### config.mk
export PLATFORM = sky130hd
export DESIGN_NAME = cpic_top
export DESIGN_NICKNAME = d
export VERILOG_FILES = /design/src/design/cpic_pkg.sv /design/src/design/cpic_req_capture.sv /design/src/design/cpic_top.sv
export SDC_FILE = /design/constraint.sdc
export NUM_CORES = 1
export LEC_CHECK = 0
export ABC_CLOCK_PERIOD_IN_PS = 4000
export BUFFER_PORTS_ARGS = -buffer_cell sky130_fd_sc_hd__buf_2
export CORE_MARGIN = 2
export CORE_UTILIZATION = 59
export CTS_BUF_LIST = sky130_fd_sc_hd__clkbuf_16
export CTS_CLUSTER_DIAMETER = 50
export DETAILED_ROUTE_END_ITERATION = 8
export HOLD_SLACK_MARGIN = 0.03
export PLACE_DENSITY = 0.8
export SLEW_MARGIN = 20
export SYNTH_ARGS = -nofsm -noshare
export SYNTH_HDL_FRONTEND = slang
export SYNTH_SLANG_ARGS = --single-unit
### constraint.sdc
create_clock -name clk -period 4 [get_ports clk]
set_input_delay 1.2 -clock clk [delete_from_list [all_inputs] [get_ports clk]]
set_output_delay 1.2 -clock clk [all_outputs]
set_load 0.01 [all_outputs]
### src/design/cpic_pkg.sv
// Purpose: shared constants, carriers and helpers of the cascaded
//          priority request controller pair
// Assumes: 8-bit I/O port space, one 100 MHz clock
// Notes:   vector bases and the extra port offsets are plain defaults
package cpic_pkg;

   // i/o port map
   localparam logic [7:0] PRI_CMD_PORT  = 8'h20;
   localparam logic [7:0] PRI_MASK_PORT = 8'h21;
   localparam logic [7:0] PRI_TRIG_PORT = 8'h22;
   localparam logic [7:0] SEC_CMD_PORT  = 8'hA0;
   localparam logic [7:0] SEC_MASK_PORT = 8'hA1;
   localparam logic [7:0] SEC_TRIG_PORT = 8'hA2;

   // reset values and codes
   localparam logic [7:0] MASK_RESET    = 8'hFF;
   localparam logic [7:0] TRIG_RESET    = 8'h00;
   localparam logic [7:0] ISR_RESET     = 8'h00;
   localparam logic [7:0] VEC_RESET     = 8'h00;
   localparam logic [7:0] SERVICE_DONE  = 8'h20;
   localparam logic [7:0] UNMAPPED_READ = 8'hFF;
   localparam logic [2:0] CASCADE_LINE  = 3'h2;
   localparam logic [2:0] SPURIOUS_LINE = 3'h7;
   localparam logic [7:0] PRI_VEC_BASE  = 8'h08;
   localparam logic [7:0] SEC_VEC_BASE  = 8'h70;

   // request spacing, met by one-cycle edge detection
   localparam int REQ_GAP_NS  = 125;
   localparam int CLK_NS      = 10;
   localparam int REQ_GAP_CYC = (REQ_GAP_NS + CLK_NS - 1) / CLK_NS;

   typedef struct packed {
      logic [7:0] addr;
      logic [7:0] wdata;
      logic       rd;
      logic       wr;
   } cpic_io_req_type;

   typedef struct packed {
      logic [2:0] idx;
      logic       valid;
   } cpic_pick_type;

   typedef struct packed {
      logic [7:0] pri_mask;
      logic [7:0] sec_mask;
      logic [7:0] pri_trig;
      logic [7:0] sec_trig;
      logic [7:0] pri_isr;
      logic [7:0] sec_isr;
      logic       int_out;
      logic [7:0] vec_data;
      logic       vec_valid;
      logic [7:0] io_rdata;
   } cpic_state_type;

   // highest pending line not blocked by an equal or higher in-service
   function automatic cpic_pick_type cpic_pick(input logic [7:0] req,
                                               input logic [7:0] service_routine);
      cpic_pick_type p;
      logic          done;
      p    = '{idx: 3'h0, valid: 1'b0};
      done = 1'b0;
      for (int i = 0; i < 8; i++) begin
         // in-service blocks its own line and all below
         if (service_routine[i]) begin
            done = 1'b1;
         end
         if (!done && req[i]) begin
            p.idx   = 3'(i);
            p.valid = 1'b1;
            done    = 1'b1;
         end
      end
      return p;
   endfunction

   // clear the highest-priority in-service flag
   function automatic logic [7:0] cpic_done(input logic [7:0] service_routine);
      logic [7:0] r;
      logic       hit;
      r   = service_routine;
      hit = 1'b0;
      for (int i = 0; i < 8; i++) begin
         if (!hit && service_routine[i]) begin
            r[i] = 1'b0;
            hit  = 1'b1;
         end
      end
      return r;
   endfunction

   function automatic logic [7:0] cpic_onehot(input logic [2:0] idx);
      return 8'h01 << idx;
   endfunction

endpackage

### src/design/cpic_req_capture.sv
// Purpose: request capture for one eight-line controller
// Assumes: lines synchronous to clk
// Notes:   edge lines latch, level lines follow the pin
`timescale 1ns/10ps
module cpic_req_capture (
   // clock and reset
   input  wire logic       clk,
   input  wire logic       sys_rst,
   // request lines and setup
   input  wire logic [7:0] lines,
   input  wire logic [7:0] mask,
   input  wire logic [7:0] level_mode,
   // acknowledge clear, one-hot
   input  wire logic [7:0] take,
   // pending requests
   output      logic [7:0] pending
);

   typedef struct packed {
      logic [7:0] prev;
      logic [7:0] latch;
   } cpic_cap_type;

   cpic_cap_type st;
   cpic_cap_type next_st;
   logic [7:0]   rise;

   always_comb begin
      next_st      = st;
      next_st.prev = lines;
      rise         = lines & ~st.prev;
      next_st.latch = (st.latch & ~take) | (rise & ~mask & ~level_mode);
   end

   assign pending = (st.latch & ~level_mode) | (lines & level_mode);

   always_ff @(posedge clk or posedge sys_rst) begin
      if (sys_rst) begin
         st <= '0;
      end else begin
         st <= next_st;
      end
   end

endmodule

### src/design/cpic_top.sv
// Purpose: cascaded pair of eight-line priority request controllers
// Assumes: I/O strobes and acknowledge are one-cycle pulses on clk
// Notes:   request_line_n bit 2 is the cascade and is ignored as input
`timescale 1ns/10ps
module cpic_top (
   // clock and reset
   input  wire logic                     clk,
   input  wire logic                     sys_rst,
   // request lines 0 to 15
   input  wire logic [15:0]              request_line_n,
   // i/o port access
   input  wire cpic_pkg::cpic_io_req_type io_req,
   output      logic [7:0]               io_rdata,
   // core interrupt and acknowledge
   output      logic                     int_out,
   input  wire logic                     int_ack,
   output      logic [7:0]               vec_data,
   output      logic                     vec_valid
);

   cpic_pkg::cpic_state_type st;
   cpic_pkg::cpic_state_type next_st;

   logic [7:0]              pri_lines;
   logic [7:0]              pri_pend;
   logic [7:0]              sec_pend;
   logic [7:0]              pri_take;
   logic [7:0]              sec_take;
   logic [7:0]              pri_req;
   logic [7:0]              sec_req;
   cpic_pkg::cpic_pick_type pri_win;
   cpic_pkg::cpic_pick_type sec_win;
   cpic_pkg::cpic_pick_type nxt_pri;
   cpic_pkg::cpic_pick_type nxt_sec;
   logic [7:0]              nxt_pri_req;

   always_comb begin
      pri_lines = request_line_n[7:0];
      pri_lines[cpic_pkg::CASCADE_LINE] = 1'b0;
   end

   cpic_req_capture u_pri_cap (
      .clk        (clk),
      .sys_rst    (sys_rst),
      .lines      (pri_lines),
      .mask       (st.pri_mask),
      .level_mode (st.pri_trig),
      .take       (pri_take),
      .pending    (pri_pend)
   );

   cpic_req_capture u_sec_cap (
      .clk        (clk),
      .sys_rst    (sys_rst),
      .lines      (request_line_n[15:8]),
      .mask       (st.sec_mask),
      .level_mode (st.sec_trig),
      .take       (sec_take),
      .pending    (sec_pend)
   );

   always_comb begin
      sec_req = sec_pend & ~st.sec_mask;
      sec_win = cpic_pkg::cpic_pick(sec_req, st.sec_isr);
      pri_req = pri_pend & ~st.pri_mask;
      pri_req[cpic_pkg::CASCADE_LINE] =
         sec_win.valid & ~st.pri_mask[cpic_pkg::CASCADE_LINE];
      pri_win = cpic_pkg::cpic_pick(pri_req, st.pri_isr);
   end

   // acknowledge clears the latched edge of the winner
   always_comb begin
      pri_take = 8'h00;
      sec_take = 8'h00;
      if (int_ack && pri_win.valid) begin
         pri_take = cpic_pkg::cpic_onehot(pri_win.idx);
         if (pri_win.idx == cpic_pkg::CASCADE_LINE) begin
            sec_take = cpic_pkg::cpic_onehot(sec_win.idx);
         end
      end
   end

   always_comb begin
      next_st           = st;
      next_st.vec_valid = 1'b0;

      if (io_req.wr) begin
         unique case (io_req.addr)
            cpic_pkg::PRI_MASK_PORT: next_st.pri_mask = io_req.wdata;
            cpic_pkg::SEC_MASK_PORT: next_st.sec_mask = io_req.wdata;
            cpic_pkg::PRI_TRIG_PORT: next_st.pri_trig = io_req.wdata;
            cpic_pkg::SEC_TRIG_PORT: next_st.sec_trig = io_req.wdata;
            cpic_pkg::PRI_CMD_PORT: begin
               if (io_req.wdata == cpic_pkg::SERVICE_DONE) begin
                  next_st.pri_isr = cpic_pkg::cpic_done(st.pri_isr);
               end
            end
            cpic_pkg::SEC_CMD_PORT: begin
               if (io_req.wdata == cpic_pkg::SERVICE_DONE) begin
                  next_st.sec_isr = cpic_pkg::cpic_done(st.sec_isr);
               end
            end
            default: ;
         endcase
      end

      if (io_req.rd) begin
         unique case (io_req.addr)
            cpic_pkg::PRI_MASK_PORT: next_st.io_rdata = st.pri_mask;
            cpic_pkg::SEC_MASK_PORT: next_st.io_rdata = st.sec_mask;
            cpic_pkg::PRI_TRIG_PORT: next_st.io_rdata = st.pri_trig;
            cpic_pkg::SEC_TRIG_PORT: next_st.io_rdata = st.sec_trig;
            cpic_pkg::PRI_CMD_PORT:  next_st.io_rdata = st.pri_isr;
            cpic_pkg::SEC_CMD_PORT:  next_st.io_rdata = st.sec_isr;
            default: next_st.io_rdata = cpic_pkg::UNMAPPED_READ;
         endcase
      end

      if (int_ack) begin
         next_st.vec_valid = 1'b1;
         if (!pri_win.valid) begin
            next_st.vec_data = cpic_pkg::PRI_VEC_BASE +
                               {5'h00, cpic_pkg::SPURIOUS_LINE};
         end else if (pri_win.idx == cpic_pkg::CASCADE_LINE) begin
            next_st.vec_data = cpic_pkg::SEC_VEC_BASE +
                               {5'h00, sec_win.idx};
            next_st.sec_isr  = next_st.sec_isr |
                               cpic_pkg::cpic_onehot(sec_win.idx);
            next_st.pri_isr  = next_st.pri_isr |
                               cpic_pkg::cpic_onehot(pri_win.idx);
         end else begin
            next_st.vec_data = cpic_pkg::PRI_VEC_BASE +
                               {5'h00, pri_win.idx};
            next_st.pri_isr  = next_st.pri_isr |
                               cpic_pkg::cpic_onehot(pri_win.idx);
         end
      end

      nxt_sec     = cpic_pkg::cpic_pick(sec_req, next_st.sec_isr);
      nxt_pri_req = pri_req & ~pri_take;
      nxt_pri_req[cpic_pkg::CASCADE_LINE] =
         nxt_sec.valid & ~st.pri_mask[cpic_pkg::CASCADE_LINE];
      nxt_pri = cpic_pkg::cpic_pick(nxt_pri_req, next_st.pri_isr);
      next_st.int_out = nxt_pri.valid & ~int_ack;
   end

   always_ff @(posedge clk or posedge sys_rst) begin
      if (sys_rst) begin
         st.pri_mask  <= cpic_pkg::MASK_RESET;
         st.sec_mask  <= cpic_pkg::MASK_RESET;
         st.pri_trig  <= cpic_pkg::TRIG_RESET;
         st.sec_trig  <= cpic_pkg::TRIG_RESET;
         st.pri_isr   <= cpic_pkg::ISR_RESET;
         st.sec_isr   <= cpic_pkg::ISR_RESET;
         st.int_out   <= 1'b0;
         st.vec_data  <= cpic_pkg::VEC_RESET;
         st.vec_valid <= 1'b0;
         st.io_rdata  <= cpic_pkg::VEC_RESET;
      end else begin
         st <= next_st;
      end
   end

   assign io_rdata  = st.io_rdata;
   assign int_out   = st.int_out;
   assign vec_data  = st.vec_data;
   assign vec_valid = st.vec_valid;

endmodule

-- Yosys cells after proc, flatten, opt, wreduce, memory -nomap -nowiden
Index checks and enable logic that the tools add are counted.
- memory bits (read-only): 0
- logic and storage cells: 332
- input port bits: 37
- memories kept: 0
- register bits: 97
- output and inout port bits: 18
- bits in latches: 0
- bits in writable memories: 0
- add/subtract/negate cells: 2
- magnitude comparators: 0
- shifts and indexed selects: 2
- equal/unequal tests: 8
- reductions and logical operators: 97
- $mul: 0
- muxes and demuxes: 175
- divide/modulo/power cells: 0
- bitwise operators: 34
- operator list (cell ; number):
    two-way mux 1 bit ; 147
    bitwise AND 8 bit ; 15
    two-way mux 8 bit ; 10
    inverter 8 bit ; 8
    two-way mux 4 bit ; 14
    two-way mux 16 bit ; 3
    bitwise OR 8 bit ; 6
    one-hot mux 8 bit (6 select lines) ; 1
    logical AND 1 bit ; 47
    logical NOT 1 bit ; 46
    equality test 8 x 6 -> 1 bit, second input constant ; 4
    equality test 8 bit, second input constant ; 3
    left shift 1 x 3 -> 8 bit, first input constant ; 2
    adder 7 x 3 -> 8 bit, first input constant ; 1
    AND reduction 2 bit ; 4
    adder 4 x 3 -> 5 bit, first input constant ; 1
    bitwise AND 1 bit ; 3
    equality test 3 x 2 -> 1 bit, second input constant ; 1
    inverter 1 bit ; 2

-- Depth between registers and ports, before layout
- word-level depth: 117
- depth in mapped cells: 10
- depth with buffers taken out: 9

-- Cells and area by module
A second synthesis with hierarchy kept.
- cells, all modules: 503
- area total of the unflattened synthesis: 5099.9 sq um
- by module, submodules not included (module ; area each (sq um) ; cells each ; instances):
    cpic_top ; 3851.2 ; 389 ; 1
    cpic_req_capture ; 624.3 ; 57 ; 2

-- Least setup slack after synthesis
No wires, ideal clock.
- kind: in2reg
- start point: in request_line_n[12]
- end point: reg int_out (netlist name)
- slack: 0.142 ns
- cell stages on the path: 9
- arrival: 3.734 ns
- path through: mux2_4 -> a2bb2o_4 -> or4_4 -> o21a_1 -> or3_4 -> a311o_1 -> and3_1 -> a211o_1 -> a211o_1
- RTL lines (what ; RTL line ; text):
    from (decl) ; cpic_top.sv:10 ; input wire logic [15:0] request_line_n,

==> metrics.cfg <==
[run_status]
outcome=finished clean

[power]
leakage_nw=2.57
power-per-cell-area_nw_per_um2=364
internal_power_w=0.00161
finalPower_w=0.00211
sw_frac_of_total=0.238
pwr-share-comb=0.094
seq_power_share=0.483
clock_power_share=0.423
p_sw_w=0.000504
peakVddDrop_mv=0.247

[hold_path]
min_path_type=reg -> reg
min_to=u_pri_cap.st[4]
hold_depth=1
min-delay-start=u_pri_cap.st[12]

[sta]
fmax_ghz=0.267
post-route-period-util=0.937
skew_ns=0.00899
fin_ws_ns=0.252
rsz0062_at_grt=no
period_needed_ns=3.75
setup_violations=0
slew_violations=0
slew_headroom=0.544
worstMarginPinSlew_ns=0.675
finalHoldViolCount=0

[place]
dpl_cell_area_um2=5500
place.gp.congestion=0.918
io_buffers=52
dp_slack_ns=-0.0784
dpl.hpwl_um=9880
placed_cells=640

[yosys]
synthSimpleGateAreaFrac=0.167
synth_top_family_by_area=simple AND/OR/NAND/NOR gates
ys_seq_elements=93
synthArstFlopShare=1.00
netlist_top_cells_area=dfrtp_1, dfstp_2, mux2_2
synth_edf_count=0
netlist_area_um2=4950
synth_nets=506
yosysTopAreaCellShare=0.389
synth_top_cell_by_area=dfrtp_1
synth-xor-area-share=0
synth-seq-area-share=0.474
muxShareOfSynthArea=0.150
synth-adder-area-share=0.00202
synth_area_per_cell_um2=10.6
synth_cell_types=63
synth_compound_area_frac=0.154
ys.flop_type=dfrtp_1
yosys_warnings=0
syn_inst=469
synthTopCellsByCount=dfrtp_1, nand2_1, nor2_1
synth.most_common_cell=dfrtp_1

[global_routing]
antenna_found_initial=0
grt_max_degree=94
grt_pass1_wl_um=21300
grt.overflow.total=0
grt_pass1_vias=4200
grt_usage=0.310

[setup_path]
cp_num_buf_inv=1
path_common_cell=a211o_1
r2r_end=int_out
endpoint_kind=flop
path_cells=buf_2, mux2i_1, nor2_1, or4_4, o21a_1, or3_4, a311o_1, and3_1, a211o_1, a211o_1
required_ns=4.22
worst_r2r_path_depth=9
crit_type=in -> reg
crit_family=simple AND/OR/NAND/NOR gates
r2r_slack_ns=0.71
crit_path_top_delay_cell=or4_4
r2r_start=st[37]
worstPathArrival_ns=3.97
slowest_delay_ns=0.56
path_max_fanout=4
startpoint_type=input port

[cts]
cts_tree=built
cts_setup_buffers=0
insertion_delay_ns=0.35
cts.sinks=93
clk_pin_slew_ns=0.07
postCtsHoldBufs=0
numCtsBuffers=9
cts_root_buf=clkbuf_16
cts_buffer_depth=2
cts_resized=0
htree_levels=3

[detailed_routing]
drt_iter0_markers=365
drt-vias-per-instance=6.48
vias=4248
wl_per_cell_um=20.1
postRouteAntennaNets=0
totalWireLength_um=13200
drtPass1Iterations=5
drc_errors=0

[floorplanning]
rows=33
start_util=0.606
io_pins=55
coreArea_um2=8180
die-area_um2=9140
die_x_um=95.6
die_h_um=95.6

[final_layout]
final_core_util=0.711
multi_input_area_um2=2350
drive_gt1_frac=0.330
area_growth_pct=17.4
diodes=0
fill_cells=590
register_area_um2=2350
nets=583
stdcell_count=656
finalInstanceArea_um2=5810

[job]
cap_violations=0

-- area by class of cell --
cell class              instances  area share
flip-flops and latches         93       0.404
multi-input cells             323       0.404
repair buffers                 92      0.0986
clock buffers                   9      0.0388
well taps                     105      0.0226
inverters                      27      0.0177
clock inverters                 7      0.0149
-- registers in the layout, summed over array words and instances, names as in the netlist --
signal,count
st,48
u_sec_cap.st,16
u_pri_cap.st,14
io_rdata,8
vec_data,5
int_out,1
vec_valid,1
-- power groups by stage --
stage	sequential, W	clock, W	combinational, W
after floorplan	0.00102	0	0.000134
after global placement	0.00103	0	0.000189
after detailed placement	0.00104	0	0.000195
after CTS	0.00102	0.000903	0.000197
after global routing	0.00103	0.000936	0.000217
final	0.00102	0.000895	0.000199
-- routing by layer --
metal  global-route usage  share of wire  vias up
li1                     -              -     1897
met1                0.414           0.41     2119
met2                0.508           0.49      200
met3               0.0593          0.071       32
met4                0.110          0.026        0
met5                    0              0        -
-- per-stage QoR --
| stage | setup TNS (ns) | hold WS [ns] |
|---|---|---|
| global route | 0 | 0.431 |
| finish | 0 | 0.419 |
| CTS | 0 | 0.421 |
| global placement | -0.0561 | 0.404 |
| detailed placement | -0.0784 | 0.408 |
| floorplan | 0 | 0.396 |
-- logic make-up (layout without fill, tap and decap cells) --
logic type | after synthesis | after routing
other cells | 1 | 1
flops | 93 | 93
buf+inv | 53 | 135
compound gates | 105 | 105
simple gates | 159 | 159
fa+ha+maj | 1 | 1
mux | 57 | 57
-- cells in the final DEF, fill, tap and decap left out, types with 7 or more instances in the layout --
master	count
a21oi_1	20
a221oi_1	10
buf_2	52
buf_4	39
clkbuf_16	9
dfrtp_1	77
dfstp_2	16
inv_1	29
mux2_2	35
mux2i_1	10
mux4_2	7
nand2_1	44
nor2_1	40
nor3_1	7
nor4_1	12
o21ai_0	18
o41ai_1	14
or3_1	13
-- worst max path at each step --
| stage | slack [ns] | to | depth (start not counted) | start |
|---|---|---|---|---|
| after floorplan | 0.14 | int_out | 9 | request_line_n[12] |
| after global placement | -0.06 | int_out | 10 | request_line_n[12] |
| after detailed placement | -0.08 | int_out | 10 | request_line_n[12] |
| after CTS | 0.27 | int_out | 10 | request_line_n[12] |
| after global routing | 0.14 | int_out | 12 | request_line_n[0] |
| final | 0.25 | int_out | 10 | request_line_n[10] |
No activity file was read; power rests on OpenSTA's default activity.
